$ cat src/hw/mcpt_pkg.sv
// Package for the motor control PWM timer: modes, directions and reset values.
// Assumes a single timer kernel clock domain.
`default_nettype none
package mcpt_pkg;
    localparam int unsigned MCPT_CNT_W      = 16;
    localparam int unsigned MCPT_CHANNELS   = 4;
    localparam int unsigned MCPT_PSC_W      = 16;
    localparam logic [15:0] MCPT_CNT_RST    = 16'h0000;
    localparam logic [15:0] MCPT_PSC_RST    = 16'h0000;
    localparam logic [7:0]  MCPT_DT_RST     = 8'h00;
    localparam int unsigned MCPT_SYNC_STAGES = 2;

    // Counting direction selection
    typedef enum logic [1:0] {
        MCPT_CNT_UP,
        MCPT_CNT_DOWN,
        MCPT_CNT_CENTER
    } mcpt_cnt_mode_t;

    // Per-channel function selection
    typedef enum logic [2:0] {
        MCPT_CH_OFF,
        MCPT_CH_CAPTURE,
        MCPT_CH_COMPARE,
        MCPT_CH_PWM,
        MCPT_CH_ONEPULSE
    } mcpt_ch_mode_t;

    // Slave trigger action
    typedef enum logic [1:0] {
        MCPT_SLV_NONE,
        MCPT_SLV_START,
        MCPT_SLV_RESET,
        MCPT_SLV_CLOCK
    } mcpt_slv_mode_t;
endpackage : mcpt_pkg
`default_nettype wire

$ cat src/hw/mcpt_deadtime.sv
// Complementary output pair with dead-time insertion for one PWM phase.
// Assumes the reference is produced on the same clock; force_off_i is synchronous.
`default_nettype none
module mcpt_deadtime
    import mcpt_pkg::*;
#(
    parameter int unsigned DT_W = 8
) (
    // Clock and reset
    input  wire logic            clk_i,
    input  wire logic            rst_n_i,
    // Control
    input  wire logic            enable_i,
    input  wire logic            force_off_i,
    input  wire logic [DT_W-1:0] dead_time_i,
    input  wire logic            ref_i,
    // Gate outputs
    output logic                 out_hi_o,
    output logic                 out_lo_o
);
    logic [DT_W-1:0] dt_cnt_reg;
    logic            ref_d_reg;

    // Restart the dead-time count on every reference edge
    always_ff @(posedge clk_i or negedge rst_n_i) begin
        if (!rst_n_i) begin
            ref_d_reg  <= 1'b0;
            dt_cnt_reg <= '0;
        end else begin
            ref_d_reg <= ref_i;
            if (ref_i != ref_d_reg) begin
                dt_cnt_reg <= dead_time_i;
            end else if (dt_cnt_reg != '0) begin
                dt_cnt_reg <= dt_cnt_reg - 1'b1;
            end
        end
    end

    // Both gates low while the dead time runs, so the switches never overlap
    always_ff @(posedge clk_i or negedge rst_n_i) begin
        if (!rst_n_i) begin
            out_hi_o <= 1'b0;
            out_lo_o <= 1'b0;
        end else if (!enable_i || force_off_i) begin
            out_hi_o <= 1'b0;
            out_lo_o <= 1'b0;
        end else if ((ref_i != ref_d_reg && dead_time_i != '0) || dt_cnt_reg > 1) begin
            out_hi_o <= 1'b0;
            out_lo_o <= 1'b0;
        end else begin
            out_hi_o <= ref_d_reg;
            out_lo_o <= ~ref_d_reg;
        end
    end
endmodule : mcpt_deadtime
`default_nettype wire

$ cat src/hw/mcpt_timer.sv
// Advanced motor control timer: prescaled 16-bit counter, four channels,
// complementary outputs with dead time, debug freeze, trigger link, DMA requests.
// Assumes capture and trigger inputs come from outside the clock domain.
`default_nettype none
module mcpt_timer
    import mcpt_pkg::*;
#(
    parameter int unsigned DT_W = 8
) (
    // Clock and reset
    input  wire logic                     clk_i,
    input  wire logic                     rst_n_i,
    // Counter configuration
    input  wire logic                     enable_i,
    input  wire mcpt_cnt_mode_t           cnt_mode_i,
    input  wire logic [MCPT_PSC_W-1:0]    prescale_i,
    input  wire logic [MCPT_CNT_W-1:0]    reload_i,
    input  wire logic                     one_pulse_stop_i,
    // Channel configuration
    input  wire mcpt_ch_mode_t [3:0]      ch_mode_i,
    input  wire logic [3:0][15:0]         ch_compare_i,
    input  wire logic [3:0]               ch_out_en_i,
    input  wire logic [DT_W-1:0]          dead_time_i,
    // Capture inputs and captured values
    input  wire logic [3:0]               capture_in_i,
    output logic [3:0][15:0]              capture_val_o,
    // Debug
    input  wire logic                     debug_halt_i,
    input  wire logic                     debug_freeze_en_i,
    // Timer link
    input  wire logic                     trig_in_i,
    input  wire mcpt_slv_mode_t           slave_mode_i,
    output logic                          trig_out_o,
    // DMA
    input  wire logic                     dma_upd_en_i,
    input  wire logic [3:0]               dma_ch_en_i,
    output logic                          dma_req_o,
    // Status
    output logic [MCPT_CNT_W-1:0]         count_o,
    output logic                          dir_down_o,
    output logic                          running_o,
    // Gate outputs
    output logic [3:0]                    pwm_hi_o,
    output logic [3:0]                    pwm_lo_o
);
    // Refuse widths that the logic cannot serve
    if (MCPT_CNT_W != 16 || DT_W < 1 || DT_W > 16) begin : g_bad_width
        $error("mcpt_timer: unsupported width");
    end

    logic [MCPT_PSC_W-1:0] psc_cnt_reg;
    logic [MCPT_CNT_W-1:0] cnt_reg;
    logic                  down_reg;
    logic                  run_reg;
    logic                  op_done_reg;
    logic [3:0]            cap_s1_reg;
    logic [3:0]            cap_s2_reg;
    logic [3:0]            cap_d_reg;
    logic                  trg_s1_reg;
    logic                  trg_s2_reg;
    logic                  trg_d_reg;
    logic [3:0]            ref_reg;
    logic [3:0]            match_reg;
    logic                  freeze;
    logic                  trg_rise;
    logic                  tick;
    logic                  wrap;
    logic [3:0]            cap_rise;

    // Synchronise capture and trigger inputs; edges compare the second stage with its delayed copy
    always_ff @(posedge clk_i or negedge rst_n_i) begin
        if (!rst_n_i) begin
            cap_s1_reg <= '0;
            cap_s2_reg <= '0;
            cap_d_reg  <= '0;
            trg_s1_reg <= 1'b0;
            trg_s2_reg <= 1'b0;
            trg_d_reg  <= 1'b0;
        end else begin
            cap_s1_reg <= capture_in_i;
            cap_s2_reg <= cap_s1_reg;
            cap_d_reg  <= cap_s2_reg;
            trg_s1_reg <= trig_in_i;
            trg_s2_reg <= trg_s1_reg;
            trg_d_reg  <= trg_s2_reg;
        end
    end

    assign trg_rise = trg_s2_reg & ~trg_d_reg;
    assign cap_rise = cap_s2_reg & ~cap_d_reg;
    assign freeze   = debug_halt_i & debug_freeze_en_i;

    // Counter tick: prescaler expiry, or external clock in clock slave mode
    always_comb begin
        if (slave_mode_i == MCPT_SLV_CLOCK) begin
            tick = trg_rise;
        end else begin
            // At or above, so lowering the division mid-count cannot stall a full wrap
            tick = (psc_cnt_reg >= prescale_i);
        end
    end

    // Wrap point depends on counting mode
    always_comb begin
        case (cnt_mode_i)
            MCPT_CNT_UP:     wrap = (cnt_reg == reload_i);
            MCPT_CNT_DOWN:   wrap = (cnt_reg == MCPT_CNT_RST);
            MCPT_CNT_CENTER: wrap = down_reg ? (cnt_reg == 16'h0001) || (cnt_reg == MCPT_CNT_RST)
                                             : (cnt_reg == reload_i);
            default:         wrap = 1'b0;
        endcase
    end

    // One-pulse done flag: keeps the counter stopped until enable drops; in start slave mode a trigger restarts it
    always_ff @(posedge clk_i or negedge rst_n_i) begin
        if (!rst_n_i) begin
            op_done_reg <= 1'b0;
        end else if (!enable_i) begin
            op_done_reg <= 1'b0;
        end else if (run_reg && one_pulse_stop_i && tick && wrap && !freeze) begin
            op_done_reg <= 1'b1;
        end
    end

    // Run control: enable, start trigger, and one-pulse stop at update
    always_ff @(posedge clk_i or negedge rst_n_i) begin
        if (!rst_n_i) begin
            run_reg <= 1'b0;
        end else if (!enable_i) begin
            run_reg <= 1'b0;
        end else if (slave_mode_i == MCPT_SLV_START && !run_reg) begin
            run_reg <= trg_rise;
        end else if (slave_mode_i != MCPT_SLV_START && !run_reg && !op_done_reg) begin
            run_reg <= 1'b1;
        end else if (run_reg && one_pulse_stop_i && tick && wrap && !freeze) begin
            run_reg <= 1'b0;
        end
    end

    // Prescaler divides by prescale_i + 1
    always_ff @(posedge clk_i or negedge rst_n_i) begin
        if (!rst_n_i) begin
            psc_cnt_reg <= MCPT_PSC_RST;
        end else if (!run_reg || freeze || tick || (slave_mode_i == MCPT_SLV_RESET && trg_rise)) begin
            psc_cnt_reg <= freeze ? psc_cnt_reg : MCPT_PSC_RST;
        end else begin
            psc_cnt_reg <= psc_cnt_reg + 1'b1;
        end
    end

    // Main counter with reload on overflow or underflow
    always_ff @(posedge clk_i or negedge rst_n_i) begin
        if (!rst_n_i) begin
            cnt_reg  <= MCPT_CNT_RST;
            down_reg <= 1'b0;
        end else if (slave_mode_i == MCPT_SLV_RESET && trg_rise) begin
            cnt_reg  <= (cnt_mode_i == MCPT_CNT_DOWN) ? reload_i : MCPT_CNT_RST;
            down_reg <= (cnt_mode_i == MCPT_CNT_DOWN);
        end else if (run_reg && tick && !freeze) begin
            case (cnt_mode_i)
                MCPT_CNT_UP: begin
                    down_reg <= 1'b0;
                    cnt_reg  <= wrap ? MCPT_CNT_RST : cnt_reg + 1'b1;
                end
                MCPT_CNT_DOWN: begin
                    down_reg <= 1'b1;
                    cnt_reg  <= wrap ? reload_i : cnt_reg - 1'b1;
                end
                MCPT_CNT_CENTER: begin
                    if (wrap) begin
                        down_reg <= ~down_reg;
                    end
                    if (down_reg) begin
                        cnt_reg <= (cnt_reg == MCPT_CNT_RST) ? 16'h0001 : cnt_reg - 1'b1;
                    end else begin
                        cnt_reg <= (cnt_reg == reload_i) ? cnt_reg - 1'b1 : cnt_reg + 1'b1;
                    end
                end
                default: begin
                    cnt_reg <= cnt_reg;
                end
            endcase
        end
    end

    // Update event pulse, also driven out as the trigger to other timers
    always_ff @(posedge clk_i or negedge rst_n_i) begin
        if (!rst_n_i) begin
            trig_out_o <= 1'b0;
        end else begin
            trig_out_o <= run_reg && tick && wrap && !freeze;
        end
    end

    // Per-channel capture, compare match and reference waveform
    for (genvar ch = 0; ch < MCPT_CHANNELS; ch++) begin : g_ch
        always_ff @(posedge clk_i or negedge rst_n_i) begin
            if (!rst_n_i) begin
                capture_val_o[ch] <= MCPT_CNT_RST;
                match_reg[ch]     <= 1'b0;
                ref_reg[ch]       <= 1'b0;
            end else begin
                match_reg[ch] <= 1'b0;
                case (ch_mode_i[ch])
                    MCPT_CH_CAPTURE: begin
                        ref_reg[ch] <= 1'b0;
                        if (cap_rise[ch]) begin
                            capture_val_o[ch] <= cnt_reg;
                            match_reg[ch]     <= 1'b1;
                        end
                    end
                    MCPT_CH_COMPARE: begin
                        if (run_reg && tick && cnt_reg == ch_compare_i[ch]) begin
                            ref_reg[ch]   <= ~ref_reg[ch];
                            match_reg[ch] <= 1'b1;
                        end
                    end
                    MCPT_CH_PWM, MCPT_CH_ONEPULSE: begin
                        // Active while count below compare: 0 gives 0%, above reload gives 100%
                        ref_reg[ch]   <= run_reg && (cnt_reg < ch_compare_i[ch]);
                        match_reg[ch] <= run_reg && tick && (cnt_reg == ch_compare_i[ch]);
                    end
                    default: begin
                        ref_reg[ch] <= 1'b0;
                    end
                endcase
            end
        end

        // Complementary pair for this phase
        mcpt_deadtime #(
            .DT_W        (DT_W)
        ) u_dt (
            .clk_i       (clk_i),
            .rst_n_i     (rst_n_i),
            .enable_i    (ch_out_en_i[ch]),
            .force_off_i (freeze),
            .dead_time_i (dead_time_i),
            .ref_i       (ref_reg[ch]),
            .out_hi_o    (pwm_hi_o[ch]),
            .out_lo_o    (pwm_lo_o[ch])
        );
    end

    // DMA request on update or enabled channel event
    always_ff @(posedge clk_i or negedge rst_n_i) begin
        if (!rst_n_i) begin
            dma_req_o <= 1'b0;
        end else begin
            dma_req_o <= (dma_upd_en_i && run_reg && tick && wrap && !freeze)
                         || |(dma_ch_en_i & match_reg);
        end
    end

    assign count_o    = cnt_reg;
    assign dir_down_o = down_reg;
    assign running_o  = run_reg;
endmodule : mcpt_timer
`default_nettype wire

$ cat config.mk
export PLATFORM = sky130hd
export DESIGN_NAME = mcpt_timer
export DESIGN_NICKNAME = d
export VERILOG_FILES = /design/src/hw/mcpt_pkg.sv /design/src/hw/mcpt_deadtime.sv /design/src/hw/mcpt_timer.sv
export SDC_FILE = /design/constraint.sdc
export NUM_CORES = 1
export LEC_CHECK = 0
export ABC_AREA = 1
export BUFFER_PORTS_ARGS = -buffer_cell sky130_fd_sc_hd__buf_2
export CAP_MARGIN = 20
export CORE_MARGIN = 5
export CORE_UTILIZATION = 45
export DETAILED_ROUTE_END_ITERATION = 16
export PLACE_DENSITY = 0.67
export SETUP_SLACK_MARGIN = 0.05
export SLEW_MARGIN = 10
export SYNTH_ARGS = -nofsm -noshare
export SYNTH_HDL_FRONTEND = slang
export SYNTH_HIERARCHICAL = 1
export SYNTH_SLANG_ARGS = --single-unit
$ cat constraint.sdc
create_clock -name clk_i -period 4.5 [get_ports clk_i]
set_input_delay 0.225 -clock clk_i [delete_from_list [all_inputs] [get_ports clk_i]]
set_output_delay 0.225 -clock clk_i [all_outputs]
set_load 0.05 [all_outputs]
==> impl_metrics.env, run 1 <==
export IMPL_status="finished, final reports clean"
export IMPL_grt_antenna_before_repair=3
export IMPL_dp_hpwl_um=29000
export IMPL_grt_overflow=0
export IMPL_synth_top_family_by_area="simple AND/OR/NAND/NOR gates"
export IMPL_area_growth_pct=17.7
export IMPL_htree_num_levels=4
export IMPL_power_density_nw_per_um2=531
export IMPL_die_h_um=173
export IMPL_wl_um=36600
export IMPL_final_common_cell="nand2_1"
export IMPL_finClkSkew_ns=0.0140
export IMPL_timing_fmax_mhz=327
export IMPL_cts_root_buf="clkbuf_16"
export IMPL_slew_headroom_pct=37.5
export IMPL_maxCapViolations=0
export IMPL_fp_dieW_um=173
export IMPL_io_buffer_count=231
export IMPL_hold_violations=0
export IMPL_r2r_end="dir_down_o"
export IMPL_insertion_delay_ns=0.43
export IMPL_die_area_sq_um=30000
export IMPL_fin_nets=2124
export IMPL_startpoint_type="flop"
export IMPL_reg2reg_depth=13
export IMPL_dpl_cell_area_sq_um=13400
export IMPL_avgViaCountPerCell=5.15
export IMPL_tritoncts="built"
export IMPL_syn_area_sq_um=12000
export IMPL_fin_area_sq_um=14100
export IMPL_route_detailed_drc=0
export IMPL_whs_path_depth=3
export IMPL_start_util_pct=45.9
export IMPL_wl_per_cell_um=16.4
export IMPL_ys_seq_elements=168
export IMPL_yosys_area_share_adder_pct=10.5
export IMPL_fin_crit_ns=3.06
export IMPL_core_area_sq_um=26100
export IMPL_cp_max_fo=17
export IMPL_worstHoldStart="enable_i"
export IMPL_cp_required_ns=4.81
export IMPL_finalSetupViolations=0
export IMPL_dr_wl_met3_um=2840
export IMPL_worstSetupPathType="reg -> reg"
export IMPL_syn_nets=1898
export IMPL_worst_pin_slew_ns=0.935
export IMPL_period_share_pct=67.9
export IMPL_io_pins=232
export IMPL_ctsResizeCount=0
export IMPL_drt_initial_drc_count=856
export IMPL_synth_xor_area_share_pct=2.85
export IMPL_largest_reg_flops=64
export IMPL_clkTransAtPathRegs_ns=0.08
export IMPL_cts_buffers=17
export IMPL_cts_sinks=168
export IMPL_avgSynthCellArea_sq_um=7.23
export IMPL_grt_pass1_vias=11200
export IMPL_vdd_ir_drop_max_uv=328
export IMPL_topRoutingLayerUsed="met5"
export IMPL_hp_class="in -> reg"
export IMPL_leakage_nw=7.82
export IMPL_synth_top_cell_by_area="dfrtp_1"
export IMPL_most_common_layout_cells="nand2_1 (445), buf_2 (230), inv_1 (229)"
export IMPL_grt_pass1_wl_um=59000
export IMPL_grt_max_degree=64
export IMPL_synth_compound_area_share_pct=10.7
export IMPL_vias=11500
export IMPL_cp_end_kind="flop"
export IMPL_min_to="running_o"
export IMPL_ant_nets=0
export IMPL_rows=59
export IMPL_setup_tns_ns=0
export IMPL_drive_gt1_share_pct=18.5
export IMPL_dr_pass1_iters=5
export IMPL_synth_area_mux_share_pct=0
export IMPL_cp_data_arrival_time_ns=3.37
export IMPL_synthCells=1657
export IMPL_m1WireLength_um=15500
export IMPL_postCtsSetupRepairBufs=0
export IMPL_synth_top_area_share_pct=35.1
export IMPL_final_max_slew_viol_count=0
export IMPL_ys_top_cells_by_area="dfrtp_1 (35%), nand2_1 (14%), ha_1 (11%)"
export IMPL_cts_buffer_depth=2
export IMPL_ys_seq_area_share_pct=35.1
export IMPL_ys_warn_count=6
export IMPL_grt_usage_pct=24.2
export IMPL_synth_cell_types=46
export IMPL_place_congestion=0.935
export IMPL_met2_length_um=17000
export IMPL_r2r_start="psc_cnt_reg[1]"
export IMPL_synth_simple_area_share_pct=30.8
export IMPL_rsz0062_at_grt="false"
export IMPL_r2r_slack_ns=1.44
==> metrics by stage <==
stage / instances / hold slack, ns / total power, mW / utilization (%) / setup WS, ns
floorplan: 1657 / -0.0706 / 5.00 / - / 2.16
CTS: 2230 / 0.00545 / 7.52 / 53.9 / 1.45
global route: 2233 / 0.0110 / 8.07 / 54.0 / 1.06
finish: 2233 / 0.0226 / 7.49 / 54.0 / 1.44
detailed placement: 2190 / 0.247 / 5.95 / 51.2 / 1.47
global placement: 2190 / 0.239 / 5.89 / 51.2 / 1.53
==> worst max-delay path, stage by stage, from the launching register on <==
cell and delay (ns):
dfrtp_1 0.40, ha_1 0.30, a21oi_1 0.22, o21ai_0 0.12, nand2_1 0.07, o211ai_1 0.08, nand2_1 0.08, nand4_1 0.15
nand3_1 0.19, nand2_1 0.08, nand2_1 0.42, clkinv_1 0.52, nand2_1 0.20, o21ai_0 0.09
==> area by class of cell <==
cell class	instances	area [sq um]
tap	335	419
sequential	168	4200
timing repair buffer	247	1310
multi-input combinational	1197	6590
antenna	2	5.00
clock inverter	15	198
inverter	252	956
clock buffer	17	425
fill	2568	12000
==> worst max-delay path by stage <==
stage,from,to,slack (ns)
CTS,psc_cnt_reg[1],dir_down_o,1.45
floorplan,count_o[0],count_o[7],2.16
global route,psc_cnt_reg[1],dir_down_o,1.06
detailed placement,psc_cnt_reg[1],dir_down_o,1.47
finish,psc_cnt_reg[1],dir_down_o,1.44
global placement,psc_cnt_reg[1],dir_down_o,1.53
==> synth_stat cells (all sizes together) <==
| cell type | instances |
|---|---|
| and3 | 2 |
| nor4 | 4 |
| or2 | 7 |
| nand4 | 32 |
| a221oi | 1 |
| ha | 101 |
| dfrtp | 168 |
| nor2 | 174 |
| clkbuf | 19 |
| a221o | 1 |
| o21ai | 135 |
| inv | 248 |
| clkinv | 4 |
| nand2 | 465 |
| nor3b | 1 |
| nor3 | 19 |
| o31ai | 5 |
| a31oi | 5 |
| nand3 | 105 |
| xor2 | 37 |
| or3 | 1 |
| buf | 21 |
| o211ai | 8 |
| o41ai | 1 |
| a211oi | 3 |
| a21oi | 67 |
| o22ai | 8 |
| a22o | 1 |
| a21boi | 1 |
| nand3b | 11 |
| xnor2 | 2 |
==> routing by layer <==
metal / global-route usage, % / vias up
li1: - / 5762
met1: 31.0 / 5237
met2: 40.0 / 423
met3: 5.72 / 65
met4: 9.15 / 2
met5: 0 / -
==> cell families after synthesis <==
logic type | count (synthesis)
adder cells (fa/ha/maj) | 101
AO/OA/AOI/OAI | 236
flip-flops | 168
XOR/XNOR | 39
buffers and inverters | 292
AND/OR/NAND/NOR | 821
==> power by group <==
| group | internal (mW) | total, mW | switching, mW |
|---|---|---|---|
| Clock | 0.810 | 1.54 | 0.732 |
| Combinational | 1.07 | 3.58 | 2.51 |
| Sequential | 1.89 | 2.37 | 0.487 |
==> timing repair <==
action / in CTS / in global routing
hold buffers: 8 / 0
endpoints found under the setup margin: 0 / 0
hold endpoints to repair: 68 / 0
Note: power is estimated with default switching activity, not from simulation.
==> inputs of run 2 (changes only) <==
Clock period 4.5 ns to 3.1 ns, I/O delays scaled along.
==> impl_metrics.env, run 2 (synthesis results as in run 1) <==
export IMPL_cp_max_fo=27
export IMPL_cp_data_arrival_time_ns=3.02
export IMPL_postCtsSetupRepairBufs=0
export IMPL_fin_crit_ns=2.68
export IMPL_route_detailed_drc=0
export IMPL_worstSetupPathType="reg -> reg"
export IMPL_period_share_pct=86.5
export IMPL_grt_overflow=0
export IMPL_largest_reg_flops=64
export IMPL_place_congestion=1.01
export IMPL_clockPowerShare_pct=19.6
export IMPL_power_switching_mw=5.50
export IMPL_cts_sinks=168
export IMPL_fin_nets=2153
export IMPL_placed_cells=2217
export IMPL_vias=11700
export IMPL_rsz0062_at_grt="false"
export IMPL_io_pins=232
export IMPL_core_area_sq_um=26100
export IMPL_vdd_ir_drop_max_uv=534
export IMPL_final_max_slew_viol_count=0
export IMPL_wl_per_cell_um=17.2
export IMPL_tritoncts="built"
export IMPL_startpoint_type="flop"
export IMPL_dr_pass1_iters=5
export IMPL_io_buffer_count=231
export IMPL_cp_end_kind="flop"
export IMPL_combPwrFrac_pct=50.7
export IMPL_maxCapViolations=0
export IMPL_grt_max_degree=72
export IMPL_start_util_pct=45.9
export IMPL_fp_dieW_um=173
export IMPL_fin_cells=2262
export IMPL_worst_pin_slew_ns=0.710
export IMPL_die_area_sq_um=30000
export IMPL_grt_pass1_wl_um=62100
export IMPL_drive_gt1_share_pct=19.5
export IMPL_rows=59
export IMPL_cts_buffer_depth=2
export IMPL_ant_nets=0
export IMPL_cp_required_ns=3.43
export IMPL_finalSetupViolations=0
export IMPL_finClkSkew_ns=0.0104
export IMPL_post_route_util_pct=54.7
export IMPL_status="finished, final reports clean"
export IMPL_final_common_cell="nand2_1"
export IMPL_finalPower_mw=11.0
export IMPL_die_h_um=173
export IMPL_setup_tns_ns=0
export IMPL_dp_hpwl_um=30000
export IMPL_most_common_layout_cells="nand2_1 (445), buf_2 (230), inv_1 (229)"
export IMPL_htree_num_levels=4
export IMPL_clkTransAtPathRegs_ns=0.08
export IMPL_swShare_pct=50.0
export IMPL_cts_buffers=17
export IMPL_cts_root_buf="clkbuf_16"
export IMPL_ctsHoldBuffers=11
export IMPL_leakage_nw=7.94
export IMPL_avgViaCountPerCell=5.19
export IMPL_pwr_share_seq_pct=29.7
export IMPL_wl_um=39000
export IMPL_hold_violations=0
export IMPL_ctsResizeCount=0
export IMPL_r2r_slack_ns=0.42
export IMPL_whs_ns=0.0299
export IMPL_hp_class="in -> reg"
export IMPL_grt_pass1_vias=11500
export IMPL_timing_fmax_mhz=373
export IMPL_intPower_mw=5.49
export IMPL_slew_headroom_pct=52.7
export IMPL_area_growth_pct=19.4
export IMPL_grt_usage_pct=25.9
export IMPL_insertion_delay_ns=0.44
export IMPL_drt_initial_drc_count=856
export IMPL_power_density_nw_per_um2=769
export IMPL_grt_antenna_before_repair=1
## run 2: cell count changes in the layout (fill, tap and decap cells not counted), sizes merged
cell | before | now
buf | 239 | 265
clkbuf | 17 | 18
bufinv | 1 | 0
inv | 257 | 255
dlygate4sd3 | 8 | 11
clkinvlp | 0 | 2
## run 2: final timing paths
| check | startpoint | endpoint | cells after the start |
|---|---|---|---|
| min in group asynchronous | rst_n_i | psc_cnt_reg[6] | 2 |
| max in group asynchronous | rst_n_i | g_ch[2].u_dt/out_lo_o | 3 |
| worst min register to register | cap_s1_reg[3] | cap_s2_reg[3] | 0 |
| worst max register to register | count_o[1] | count_o[0] | 19 |
| worst max-delay path | count_o[1] | count_o[0] | 19 |
| worst min-delay path | dead_time_i[5] | g_ch[2].u_dt/dt_cnt_reg[5] | 3 |
## run 2: power groups by stage
| stage | registers [mW] | clock network, mW | logic, mW |
|---|---|---|---|
| finish | 3.26 | 2.16 | 5.57 |
| global route | 3.35 | 2.29 | 6.17 |
| CTS | 3.26 | 2.20 | 5.57 |
| detailed placement | 3.29 | 0 | 5.53 |
| global placement | 3.28 | 0 | 5.46 |
| floorplan | 4.39 | 0 | 2.87 |
## run 2: metrics by stage
step	cell area (sq um)	setup WS, ns
6_report	14300	0.418
4_1_cts	14300	0.445
3_3_place_gp	13600	0.456
2_1_floorplan	12000	0.757
5_1_grt	14300	0.144
3_5_place_dp	13600	0.468
## run 2: cell type report
class                           count  area (sq um)
Sequential cell                   168          4200
Clock inverter                     14           155
Inverter                          252           956
Antenna cell                        2          5.00
Tap cell                          335           419
Multi-Input combinational cell   1197          6590
Timing Repair Buffer              276          1540
Clock buffer                       18           439
Fill cell                        2524         11800
## run 2: worst max-delay path, cell delays in order (launching register included)
cell	delay [ns]
dfrtp_1	0.58
inv_2	0.19
nand2_1	0.09
nand2_1	0.05
nor2_1	0.09
nand2_1	0.07
nor2_1	0.18
nand2_2	0.09
nand2_4	0.24
nand2_2	0.11
nand2_4	0.19
nand2_4	0.20
nand2_1	0.14
nand2_1	0.05
nand2_1	0.05
nand2_1	0.05
nand2_1	0.05
nand2_1	0.05
nand2_1	0.05
nand2_1	0.05
## run 2: routing by layer
metal	GRT usage [%]	vias to the layer above	wire [um]
met2	43.0	402	18200
met5	0	-	0
met1	33.5	5447	16800
met3	6.81	62	2970
met4	7.18	0	980
li1	-	5830	-
==> inputs of run 3 (changes only) <==
Settings changed: GPL_TIMING_DRIVEN set to 0.
Clock period 3.1 ns to 3.11 ns, I/O delays scaled along.
==> impl_metrics.env, run 3 (synthesis results as in run 1) <==
export IMPL_combPwrFrac_pct=49.3
export IMPL_power_density_nw_per_um2=767
export IMPL_cp_required_ns=3.44
export IMPL_most_common_layout_cells="nand2_1 (444), buf_2 (237), inv_1 (229)"
export IMPL_fin_nets=2160
export IMPL_fin_crit_ns=2.84
export IMPL_area_growth_pct=19.6
export IMPL_fillers=2562
export IMPL_pwr_share_seq_pct=30.7
export IMPL_ant_nets=0
export IMPL_drive_gt1_share_pct=18.9
export IMPL_grt_pass1_vias=11400
export IMPL_grt_overflow=0
export IMPL_startpoint_type="flop"
export IMPL_cts_sinks=168
export IMPL_power_switching_mw=5.55
export IMPL_worst_pin_slew_ns=0.655
export IMPL_hp_class="in -> reg"
export IMPL_reg2reg_depth=18
export IMPL_dr_pass1_iters=5
export IMPL_intPower_mw=5.46
export IMPL_die_h_um=173
export IMPL_vdd_ir_drop_max_uv=660
export IMPL_cp_end_kind="flop"
export IMPL_htree_num_levels=4
export IMPL_grt_pass1_wl_um=60800
export IMPL_core_area_sq_um=26100
export IMPL_final_max_slew_viol_count=0
export IMPL_tritoncts="built"
export IMPL_io_buffer_count=231
export IMPL_wl_um=38700
export IMPL_die_area_sq_um=30000
export IMPL_avgViaCountPerCell=5.23
export IMPL_leakage_nw=7.93
export IMPL_finalPower_mw=11.0
export IMPL_cp_max_fo=12
export IMPL_vias=11900
export IMPL_cp_startpoint="count_o[9]"
export IMPL_slew_headroom_pct=56.0
export IMPL_seqCellArea_sq_um=4200
export IMPL_cts_buffers=17
export IMPL_place_congestion=0.977
export IMPL_clockPowerShare_pct=20.1
export IMPL_io_pins=232
export IMPL_timing_fmax_mhz=352
export IMPL_status="finished, final reports clean"
export IMPL_final_common_cell="nand2_1"
export IMPL_finClkSkew_ns=0.0199
export IMPL_r2r_start="count_o[9]"
export IMPL_rows=59
export IMPL_dp_hpwl_um=29800
export IMPL_grt_usage_pct=25.2
export IMPL_whs_ns=0.0448
export IMPL_min_to="count_o[1]"
export IMPL_worstHoldStart="reload_i[1]"
export IMPL_worstSetupPathType="reg -> reg"
export IMPL_grt_antenna_before_repair=3
export IMPL_r2r_end="count_o[6]"
export IMPL_cts_buffer_depth=2
export IMPL_drt_initial_drc_count=1073
export IMPL_cts_root_buf="clkbuf_16"
export IMPL_post_route_util_pct=54.9
export IMPL_swShare_pct=50.4
export IMPL_cp_data_arrival_time_ns=3.17
export IMPL_start_util_pct=45.9
export IMPL_route_detailed_drc=0
export IMPL_clkTransAtPathRegs_ns=0.08
export IMPL_whs_path_depth=5
export IMPL_grt_max_degree=100
export IMPL_insertion_delay_ns=0.44
export IMPL_period_share_pct=91.3
export IMPL_rsz0062_at_grt="false"
export IMPL_r2r_slack_ns=0.27
export IMPL_wl_per_cell_um=17.0
export IMPL_maxCapViolations=0
export IMPL_largest_reg_flops=64
export IMPL_fp_dieW_um=173
export IMPL_hold_violations=0
export IMPL_finalSetupViolations=0
export IMPL_multi_input_area_sq_um=6590
[run 3: changes by cell type in the layout (fill, tap and decap cells not counted), sizes merged]
cell	change
buf	-12
clkbuf	+18
clkinv	+1
clkinvlp	-1
inv	+1
[run 3: worst max-delay path, stage by stage (launching register included)]
cell	delay [ns]
dfrtp_1	0.69
inv_2	0.27
nand2_1	0.14
nand2_1	0.09
nor2_1	0.14
nand2_1	0.08
nor2_2	0.15
nand2_2	0.08
nand2_4	0.14
nand2_2	0.08
nand2_4	0.14
buf_4	0.22
nand3_1	0.08
nand3_1	0.10
nand2_1	0.05
nand2_1	0.05
nand2_1	0.08
nand2_1	0.08
nand2_1	0.05
[run 3: layout make-up]
type	instances	share of cell area [%]
diodes	2	0.0349
inverters	252	6.69
multi-input cells	1197	46.0
flip-flops and latches	168	29.3
repair buffers	243	9.09
clock inverters	15	1.34
clock buffers	17	2.97
plain buffers	40	1.66
well taps	335	2.92
[run 3: how the worst max path moves through the flow]
stage / end / slack (ns) / cells after the start
global placement: capture_val_o[40] / -0.86 / 1
CTS: count_o[11] / 0.20 / 14
floorplan: count_o[7] / 0.77 / 19
finish: count_o[6] / 0.27 / 18
detailed placement: count_o[3] / 0.22 / 14
global route: count_o[1] / 0.20 / 18
[run 3: power groups by stage]
stage | combinational, mW | sequential, mW | clock, mW
floorplan | 2.86 | 4.37 | 0
global placement | 5.24 | 3.40 | 0
detailed placement | 5.37 | 3.39 | 0
CTS | 5.41 | 3.36 | 2.24
global route | 5.99 | 3.45 | 2.34
finish | 5.42 | 3.37 | 2.21
[run 3: metal layers]
layer | track usage, % | wire, um | vias to the layer above
met4 | 7.35 | 1040 | 2
met3 | 5.17 | 2820 | 70
met2 | 41.6 | 18000 | 421
li1 | - | - | 5845
met1 | 33.6 | 16800 | 5531
met5 | 0 | 20 | -
[run 3: metrics by stage]
stage	setup slack (ns)	area (sq um)	cells	TNS (ns)
after floorplan	0.767	12000	1657	0
after global placement	-0.861	13600	2223	-141.59
after detailed placement	0.220	13600	2224	0
after CTS	0.198	14300	2267	0
after global routing	0.196	14300	2269	0
final	0.269	14300	2269	0
[run 3: what timing repair did]
item / in CTS / in global routing
buffers inserted: 0 / 0
setup endpoints to repair: 0 / 10
gates resized for setup: 0 / 2
hold buffers: 11 / 0
endpoints found under the hold margin: 77 / 0
